<file path="src/pkg/acsq_pkg.sv">
// Constants for the converter sequencer and conversion control block.
// Assumes a single 125 MHz system clock and a plain register port.
package acsq_pkg;

   // ****************************************
   // Register map (byte addresses)
   // ****************************************
   localparam logic [3:0]  ADDR_CTRL       = 4'h0;
   localparam logic [3:0]  ADDR_SHADOW     = 4'h4;
   localparam logic [3:0]  ADDR_STATUS     = 4'h8;
   localparam logic [3:0]  ADDR_IRQ_STAT   = 4'hC;
   localparam logic [3:0]  ADDR_IRQ_MASK   = 4'hE;

   // ****************************************
   // Control word fields
   // ****************************************
   localparam int          CTRL_ADDR_LSB   = 0;
   localparam int          CTRL_SHADOW_SELECT_BIT_BIT   = 3;
   localparam int          CTRL_SEQ_BIT    = 4;
   localparam int          CTRL_REF_BIT    = 5;
   localparam int          CTRL_PM_LSB     = 6;
   localparam int          CTRL_WORD_BIT   = 8;
   localparam logic [8:0]  CTRL_RESET      = 9'h000;
   localparam logic [7:0]  SHADOW_RESET    = 8'h00;

   // ****************************************
   // Power modes
   // ****************************************
   localparam logic [1:0]  PM_NORMAL       = 2'h0;
   localparam logic [1:0]  PM_AUTOSHUT     = 2'h1;
   localparam logic [1:0]  PM_AUTOSTBY     = 2'h2;

   // ****************************************
   // Interrupt bits
   // ****************************************
   localparam int          IRQ_DONE        = 0;
   localparam int          IRQ_ABORT       = 1;
   localparam int          IRQ_WIDTH       = 2;

   // ****************************************
   // Conversion timing in input-clock edges
   // ****************************************
   localparam logic [4:0]  HOLD_RISE_EDGES = 5'h0D;
   localparam logic [4:0]  DONE_FALL_EDGES = 5'h0E;

   typedef enum logic [1:0] {
      ACSQ_POWERUP = 2'b00,
      ACSQ_TRACK   = 2'b01,
      ACSQ_CONVERT = 2'b10,
      ACSQ_SHUT    = 2'b11
   } acsq_state_e;

endpackage : acsq_pkg

</file>
<file path="src/acsq_top.sv">
// Conversion control and channel sequencer of an eight-channel SAR converter.
// Assumes the trigger and conversion clock are asynchronous pins and the
// register port is driven from the CLK_SYS domain.

// Function
// - Shadow mode sequences channels with set bits
// - Lowest selected channel first, then ascending
// - Wrap to first selected channel, repeat
// - Write with code 1,0 keeps sequence running
// - Other code written ends running sequence
// - Consecutive mode counts zero to address
// - Consecutive mode starts channel zero immediately
// - Reference bit one selects internal reference
// - Trigger fall starts conversion, busy high
// - Early trigger rise aborts, back to track
// - Busy falls when conversion completes
// - Powerup hold until first trigger rise
// - Hold on fall, track at 13th rise
// - Auto power modes wake on trigger rise
// - Data width 12 or 10, word/byte
// - Plain mode address selects next channel
module acsq_top
   import acsq_pkg::*;
#(
   parameter int DATA_BITS = 12
) (
   input  wire logic        CLK_SYS,
   input  wire logic        RST,
   input  wire logic [3:0]  ADDR,
   input  wire logic [31:0] WDATA,
   input  wire logic        WR_STB,
   input  wire logic        RD_STB,
   output logic      [31:0] RDATA,
   input  wire logic        CONVERSION_TRIGGER_N,
   input  wire logic        CONVERSION_CLOCK_INPUT,
   output logic             BUSY,
   output logic             TRACK,
   output logic      [2:0]  MUX_CHANNEL,
   output logic             REF_INTERNAL,
   output logic             POWERED,
   output logic             WORD_MODE,
   output logic      [3:0]  DATA_WIDTH,
   output logic             IRQ
);

   // ****************************************
   // Helper functions
   // ****************************************
   // Lowest set bit at or above start, wrapping; start if none set
   function automatic logic [2:0] next_set(input logic [7:0] mask, input logic [2:0] start);
      logic [2:0] res;
      logic       found;
      logic [2:0] idx;
      res   = start;
      found = 1'b0;
      for (int i = 0; i < 8; i++) begin
         idx = start + i[2:0];
         if (!found && mask[idx]) begin
            res   = idx;
            found = 1'b1;
         end
      end
      return res;
   endfunction : next_set

   function automatic logic agree_edge(input logic [2:0] s, input logic lvl);
      return (s[2] == lvl) && (s[1] == lvl);
   endfunction : agree_edge

   // ****************************************
   // Pin synchronisers
   // ****************************************
   logic [2:0] trig_sync_reg;
   logic [2:0] cclk_sync_reg;
   logic       trig_lvl_reg;
   logic       cclk_lvl_reg;
   always_ff @(posedge CLK_SYS) begin
      if (RST) begin
         trig_sync_reg <= 3'h7;
         cclk_sync_reg <= 3'h0;
      end else begin
         trig_sync_reg <= {trig_sync_reg[1:0], CONVERSION_TRIGGER_N};
         cclk_sync_reg <= {cclk_sync_reg[1:0], CONVERSION_CLOCK_INPUT};
      end
   end

   // Level changes only when the last two stages agree
   always_ff @(posedge CLK_SYS) begin
      if (RST) begin
         trig_lvl_reg <= 1'b1;
         cclk_lvl_reg <= 1'b0;
      end else begin
         if (agree_edge(trig_sync_reg, ~trig_lvl_reg)) begin
            trig_lvl_reg <= ~trig_lvl_reg;
         end
         if (agree_edge(cclk_sync_reg, ~cclk_lvl_reg)) begin
            cclk_lvl_reg <= ~cclk_lvl_reg;
         end
      end
   end

   logic trig_fall;
   logic trig_rise;
   logic cclk_rise;
   logic cclk_fall;
   assign trig_fall = trig_lvl_reg && agree_edge(trig_sync_reg, 1'b0);
   assign trig_rise = !trig_lvl_reg && agree_edge(trig_sync_reg, 1'b1);
   assign cclk_rise = !cclk_lvl_reg && agree_edge(cclk_sync_reg, 1'b1);
   assign cclk_fall = cclk_lvl_reg && agree_edge(cclk_sync_reg, 1'b0);

   // ****************************************
   // Registers
   // ****************************************
   logic [8:0]           ctrl_reg;
   logic [7:0]           shadow_reg;
   logic [IRQ_WIDTH-1:0] irq_stat_reg;
   logic [IRQ_WIDTH-1:0] irq_mask_reg;
   logic                 ctrl_wr;
   logic                 keep_code;
   logic [1:0]           seq_code;
   assign ctrl_wr   = WR_STB && (ADDR == ADDR_CTRL);
   assign seq_code  = {WDATA[CTRL_SEQ_BIT], WDATA[CTRL_SHADOW_SELECT_BIT_BIT]};
   assign keep_code = (seq_code == 2'b10);

   // A keep-code write updates the other fields, power mode included, but not the sequence and shadow select bits or the address bits
   always_ff @(posedge CLK_SYS) begin
      if (RST) begin
         ctrl_reg <= CTRL_RESET;
      end else if (ctrl_wr) begin
         ctrl_reg <= WDATA[8:0];
         if (keep_code) begin
            ctrl_reg[CTRL_SEQ_BIT]  <= ctrl_reg[CTRL_SEQ_BIT];
            ctrl_reg[CTRL_SHADOW_SELECT_BIT_BIT] <= ctrl_reg[CTRL_SHADOW_SELECT_BIT_BIT];
            ctrl_reg[2:0]           <= ctrl_reg[2:0];
         end
      end
   end

   always_ff @(posedge CLK_SYS) begin
      if (RST) begin
         shadow_reg <= SHADOW_RESET;
      end else if (WR_STB && ADDR == ADDR_SHADOW) begin
         shadow_reg <= WDATA[7:0];
      end
   end

   // ****************************************
   // Sequencer pointer
   // ****************************************
   logic [2:0] chan_reg;
   logic       conv_done;
   logic       seq_shadow;
   logic       seq_consec;
   assign seq_shadow = !ctrl_reg[CTRL_SEQ_BIT] && ctrl_reg[CTRL_SHADOW_SELECT_BIT_BIT];
   assign seq_consec = ctrl_reg[CTRL_SEQ_BIT] && ctrl_reg[CTRL_SHADOW_SELECT_BIT_BIT];

   always_ff @(posedge CLK_SYS) begin
      if (RST) begin
         chan_reg <= 3'h0;
      end else if (ctrl_wr && !keep_code) begin
         if (seq_code == 2'b11) begin
            chan_reg <= 3'h0;
         end else if (seq_code == 2'b01) begin
            chan_reg <= next_set(shadow_reg, 3'h0);
         end else begin
            chan_reg <= WDATA[2:0];
         end
      end else if (WR_STB && ADDR == ADDR_SHADOW && seq_shadow) begin
         chan_reg <= next_set(WDATA[7:0], 3'h0);
      end else if (conv_done) begin
         if (seq_shadow) begin
            chan_reg <= next_set(shadow_reg, chan_reg + 3'h1);
         end else if (seq_consec) begin
            chan_reg <= (chan_reg >= ctrl_reg[2:0]) ? 3'h0 : chan_reg + 3'h1;
         end
      end
   end

   // ****************************************
   // Conversion state machine
   // ****************************************
   acsq_state_e state_reg;
   logic [4:0]  rise_cnt_reg;
   logic [4:0]  fall_cnt_reg;
   logic        abort_evt;
   logic        auto_pm;
   assign auto_pm   = (ctrl_reg[CTRL_PM_LSB +: 2] == PM_AUTOSHUT)
                   || (ctrl_reg[CTRL_PM_LSB +: 2] == PM_AUTOSTBY);
   assign conv_done = (state_reg == ACSQ_CONVERT) && cclk_fall
                   && (fall_cnt_reg == DONE_FALL_EDGES - 5'h1);
   assign abort_evt = (state_reg == ACSQ_CONVERT) && trig_rise && !conv_done;

   always_ff @(posedge CLK_SYS) begin
      if (RST) begin
         state_reg <= ACSQ_POWERUP;
      end else begin
         case (state_reg)
            ACSQ_POWERUP: if (trig_rise) state_reg <= ACSQ_TRACK;
            ACSQ_TRACK:   if (trig_fall) state_reg <= ACSQ_CONVERT;
            ACSQ_CONVERT: begin
               if (conv_done) begin
                  state_reg <= auto_pm ? ACSQ_SHUT : ACSQ_TRACK;
               end else if (abort_evt) begin
                  state_reg <= ACSQ_TRACK;
               end
            end
            ACSQ_SHUT:    if (trig_rise) state_reg <= ACSQ_TRACK;
            default:      state_reg <= ACSQ_POWERUP;
         endcase
      end
   end

   always_ff @(posedge CLK_SYS) begin
      if (RST || state_reg != ACSQ_CONVERT) begin
         rise_cnt_reg <= 5'h0;
         fall_cnt_reg <= 5'h0;
      end else begin
         if (cclk_rise && rise_cnt_reg != 5'h1F) rise_cnt_reg <= rise_cnt_reg + 5'h1;
         if (cclk_fall) fall_cnt_reg <= fall_cnt_reg + 5'h1;
      end
   end

   // ****************************************
   // Outputs
   // ****************************************
   // Busy stands from the trigger fall until done or abort
   always_ff @(posedge CLK_SYS) begin
      if (RST) begin
         BUSY <= 1'b0;
      end else if (state_reg == ACSQ_CONVERT) begin
         BUSY <= !(conv_done || abort_evt);
      end else begin
         BUSY <= (state_reg == ACSQ_TRACK) && trig_fall;
      end
   end

   // Hold from the trigger fall; track again from the 13th rise onwards
   logic hold_end;
   assign hold_end = cclk_rise && (rise_cnt_reg == HOLD_RISE_EDGES - 5'h1);

   always_ff @(posedge CLK_SYS) begin
      if (RST) begin
         TRACK <= 1'b0;
      end else if (state_reg == ACSQ_TRACK && trig_fall) begin
         TRACK <= 1'b0;
      end else if (state_reg == ACSQ_CONVERT) begin
         if (abort_evt) begin
            TRACK <= 1'b1;
         end else if (conv_done) begin
            TRACK <= !auto_pm;
         end else begin
            TRACK <= TRACK || hold_end;
         end
      end else begin
         TRACK <= (state_reg == ACSQ_TRACK) || trig_rise;
      end
   end

   always_ff @(posedge CLK_SYS) begin
      if (RST) begin
         MUX_CHANNEL <= 3'h0;
      end else begin
         MUX_CHANNEL <= chan_reg;
      end
   end

   always_ff @(posedge CLK_SYS) begin
      if (RST) begin
         REF_INTERNAL <= 1'b0;
      end else begin
         REF_INTERNAL <= ctrl_reg[CTRL_REF_BIT];
      end
   end

   always_ff @(posedge CLK_SYS) begin
      if (RST) begin
         POWERED <= 1'b1;
      end else begin
         POWERED <= (state_reg != ACSQ_SHUT) || trig_rise;
      end
   end

   always_ff @(posedge CLK_SYS) begin
      if (RST) begin
         WORD_MODE <= 1'b0;
      end else begin
         WORD_MODE <= ctrl_reg[CTRL_WORD_BIT];
      end
   end

   always_ff @(posedge CLK_SYS) begin
      if (RST) begin
         DATA_WIDTH <= 4'h0;
      end else begin
         DATA_WIDTH <= DATA_BITS[3:0];
      end
   end

   // ****************************************
   // Interrupts
   // ****************************************
   logic [IRQ_WIDTH-1:0] irq_set;
   assign irq_set = {abort_evt, conv_done};

   // A new event wins over a write-one clear in the same cycle
   always_ff @(posedge CLK_SYS) begin
      if (RST) begin
         irq_stat_reg <= '0;
      end else if (WR_STB && ADDR == ADDR_IRQ_STAT) begin
         irq_stat_reg <= (irq_stat_reg & ~WDATA[IRQ_WIDTH-1:0]) | irq_set;
      end else begin
         irq_stat_reg <= irq_stat_reg | irq_set;
      end
   end

   always_ff @(posedge CLK_SYS) begin
      if (RST) begin
         irq_mask_reg <= '0;
      end else if (WR_STB && ADDR == ADDR_IRQ_MASK) begin
         irq_mask_reg <= WDATA[IRQ_WIDTH-1:0];
      end
   end

   always_ff @(posedge CLK_SYS) begin
      if (RST) IRQ <= 1'b0;
      else     IRQ <= |(irq_stat_reg & irq_mask_reg);
   end

   // ****************************************
   // Read port
   // ****************************************
   always_ff @(posedge CLK_SYS) begin
      if (RST) begin
         RDATA <= 32'h0;
      end else if (RD_STB) begin
         case (ADDR)
            ADDR_CTRL:     RDATA <= {23'h0, ctrl_reg};
            ADDR_SHADOW:   RDATA <= {24'h0, shadow_reg};
            ADDR_STATUS:   RDATA <= {25'h0, chan_reg, state_reg, TRACK, BUSY};
            ADDR_IRQ_STAT: RDATA <= {30'h0, irq_stat_reg};
            ADDR_IRQ_MASK: RDATA <= {30'h0, irq_mask_reg};
            default:       RDATA <= 32'h0;
         endcase
      end else begin
         RDATA <= 32'h0;
      end
   end

endmodule : acsq_top

</file>
<file path="config.mk">
export PLATFORM = sky130hd
export DESIGN_NAME = acsq_top
export DESIGN_NICKNAME = d
export VERILOG_FILES = /design/src/pkg/acsq_pkg.sv /design/src/acsq_top.sv
export SDC_FILE = /design/constraint.sdc
export NUM_CORES = 1
export LEC_CHECK = 0
export BUFFER_PORTS_ARGS = -buffer_cell sky130_fd_sc_hd__buf_4
export CAP_MARGIN = 20
export CELL_PAD_IN_SITES_DETAIL_PLACEMENT = 1
export CELL_PAD_IN_SITES_GLOBAL_PLACEMENT = 1
export CORE_ASPECT_RATIO = 0.9
export CORE_UTILIZATION = 40
export CTS_CLUSTER_SIZE = 30
export DETAILED_ROUTE_END_ITERATION = 6
export PLACE_DENSITY_LB_ADDON = 0.1
export SETUP_SLACK_MARGIN = 0.02
export SLEW_MARGIN = 20
export SYNTH_ARGS = -nofsm -noshare
export SYNTH_HDL_FRONTEND = slang
export SYNTH_SLANG_ARGS = --single-unit
</file>
<file path="constraint.sdc">
create_clock -name CLK_SYS -period 3.8 [get_ports CLK_SYS]
set_input_delay 0 -clock CLK_SYS [delete_from_list [all_inputs] [get_ports CLK_SYS]]
set_output_delay 0 -clock CLK_SYS [all_outputs]
set_load 0.01 [all_outputs]
</file>
==> results.toml <==
[run_status]
status = "finished, final reports clean"

[power_and_ir_drop]
leakage_uw = 0.00208
power_uw = 1810
p_clk_frac = 0.480
p_switching_uw = 455
p_int_uw = 1350
swShare = 0.252
peakVddDrop_mv = 0.350
p_per_area_nw_per_um2 = 372
p_comb_frac = 0.127
p_seq_frac = 0.393

[cells_and_area]
fin_nets = 579
syn_to_final_growth_pct = 16.2
layout.cells.most_common_list = "nor2_1 (80), dfxtp_1 (63), buf_4 (43)"
antennaDiodeCount = 0
drive_above_1_share = 0.161
final_common_cell = "nor2_1"
fin_area_sq_um = 4860

[placed_design]
place_area_sq_um = 4430
io_buffers = 38
post-place-ws_ps = 750
dp_hpwl_mm = 9.00
place_congestion = 0.896

[hold_path]
hold_path.class = "input pin to flop"

[yosys]
syn-cell-area_sq_um = 4180
synth_async_sr_flop_share = 0
synth_top_area_frac = 0.302
synth-edff-count = 0
synth_ff_type = "dfxtp_1"
yosysTopAreaCell = "dfxtp_1"
synthCells = 489
synthTopCellsByArea = "dfxtp_1 (30%), mux2i_1 (7.2%), nor2_1 (7.2%)"
avgSynthCellArea_sq_um = 8.55
yosysWarnings = 0
ys_seq_elements = 63
synth_cell_types = 70
ys_seq_area_frac = 0.302

[clock_tree]
cts.sinks = 63
cts-root-buf = "clkbuf_16"
cts_setup_buffers = 0
clock_latency_ps = 330
clockBufferDepth = 2
cts_buffers = 9
cts-htree-levels = 3
cts_tree = "built"
clkSlewWorstSetupHoldPaths_ps = 60

[worst_setup_path]
crit_fanout = 17
arrival_ps = 3310
r2r_start = "chan_reg[0]"
regToRegEndpoint = "chan_reg[2]"
cp-end-kind = "flop"
worstSetupPathType = "flop to flop"
ff2ff_path_depth = 11
critPathRequiredTime_ps = 4010
crit_end = "chan_reg[2]"
r2r_slack_ps = 700
startpoint = "chan_reg[0]"
cp-start-kind = "flop"

[floorplan]
design.die.area_sq_um = 10900
rows = 35
core_area_sq_um = 10200
die_h_um = 99.0
die_width_um = 110
start_util = 0.410
pin_count = 87

[drt]
vias_per_cell = 5.64
post-route-drc-count = 0
drtIter0Drc = 184
wl_per_cell_um = 18.8
wl_mm = 12.3
ant_nets = 0
dr_total_vias = 3698
drt_first_pass_iters = 4

[sta]
fin_skew_ps = 7.74
min_period_ps = 3100
timing.final.ws_setup_ps = 696
hold_violations = 0
rsz0062_at_grt = "false"
setup_violations = 0
max_freq_mhz = 322
slew_viol_final = 0
relSlewSlack = 0.515
tns_ps = 0
tightest_slew_ps = 722
fin_crit_sh = 0.817

[job]
cap_violations = 0

[global_route]
grt_max_degree = 45
grtUsageTotal = 0.241
grt_first_pass_wirelength_mm = 19.5
grt_antenna_before_repair = 0
grt_overflow_total = 0
grt_pass1_vias = 3610
## kinds of logic (layout without fill, tap and decap cells)
kind of cell / after synthesis / in the layout / share of synthesized area
compound gates: 92 / 92 / 0.150
xor+xnor: 12 / 12 / 0.0320
fa+ha+maj: 14 / 14 / 0.0419
buf+inv: 75 / 89 / 0.0997
flops: 63 / 63 / 0.302
mux: 51 / 51 / 0.170
other cells: 1 / 25 / 0.000897
simple gates: 181 / 181 / 0.204
## final cells by class
| type | count | area, sq um |
|---|---|---|
| Clock inverter | 2 | 37.5 |
| Sequential cell | 63 | 1260 |
| Fill cell | 1193 | 5350 |
| Multi-Input combinational cell | 375 | 2590 |
| Clock buffer | 13 | 280 |
| Timing Repair Buffer | 55 | 453 |
| Tap cell | 129 | 161 |
| Inverter | 19 | 71.3 |
## worst max-delay path, stage by stage, from the launching register on
cell	delay, ps
dfxtp_1	320
inv_1	40
buf_4	160
ha_1	520
buf_12	210
mux4_2	580
mux2i_4	300
nand2_1	150
a21oi_1	150
o221ai_1	170
nor4_1	280
a211oi_1	90
## worst min path at each step
stage	start	end	slack (ps)	cells past startpoint
after floorplan	CONVERSION_TRIGGER_N	trig_sync_reg[0]	100	1
after global placement	CONVERSION_TRIGGER_N	trig_sync_reg[0]	190	2
after detailed placement	CONVERSION_TRIGGER_N	trig_sync_reg[0]	190	2
after CTS	ADDR[1]	RDATA[8]	10	4
after global routing	ADDR[1]	RDATA[8]	60	4
final	ADDR[1]	RDATA[8]	20	4
## Yosys cell counts, types with 3 or more instances
cell type and count:
a211oi_1 10, a21o_1 3, a21oi_1 23, a22o_1 3, a22oi_1 3, a2bb2oi_1 3, a31oi_1 3, and3_1 4
buf_2 6, buf_4 27, clkbuf_1 18, dfxtp_1 63, ha_1 14, inv_1 19, mux2_2 5, mux2i_1 30
mux4_1 3, mux4_2 10, nand2_1 28, nand2b_1 5, nand3_1 17, nand4_1 5, nor2_1 80, nor2b_1 17
nor3_1 8, nor4_1 3, o21ai_0 15, o22ai_1 3, or2_2 4, xnor2_1 3, xor2_1 7
## power groups by stage
stage | Clock, uW | Sequential (uW) | Combinational (uW)
3_3_place_gp | 0 | 724 | 213
6_report | 869 | 710 | 229
4_1_cts | 883 | 709 | 230
3_5_place_dp | 0 | 723 | 219
2_1_floorplan | 0 | 712 | 167
5_1_grt | 906 | 712 | 256
## stage by stage
| stage | hold WS [ps] | cells | utilization |
|---|---|---|---|
| final | 15.2 | 656 | 0.476 |
| after CTS | 12.8 | 656 | 0.476 |
| after floorplan | 104 | 513 | - |
| after global routing | 57.9 | 656 | 0.476 |
| after detailed placement | 191 | 630 | 0.434 |
| after global placement | 187 | 630 | 0.434 |
## layer usage
| metal | track usage | share of wire |
|---|---|---|
| met5 | 0 | 0 |
| met1 | 0.343 | 0.48 |
| met2 | 0.373 | 0.45 |
| met4 | 0.0451 | 0.0079 |
| met3 | 0.0569 | 0.054 |
## what timing repair did
action                                 in CTS  in global routing
hold buffers                               11                  0
endpoints found under the hold margin      17                  0
resized for setup                           0                  0
Power figures use the tool's default switching activity.
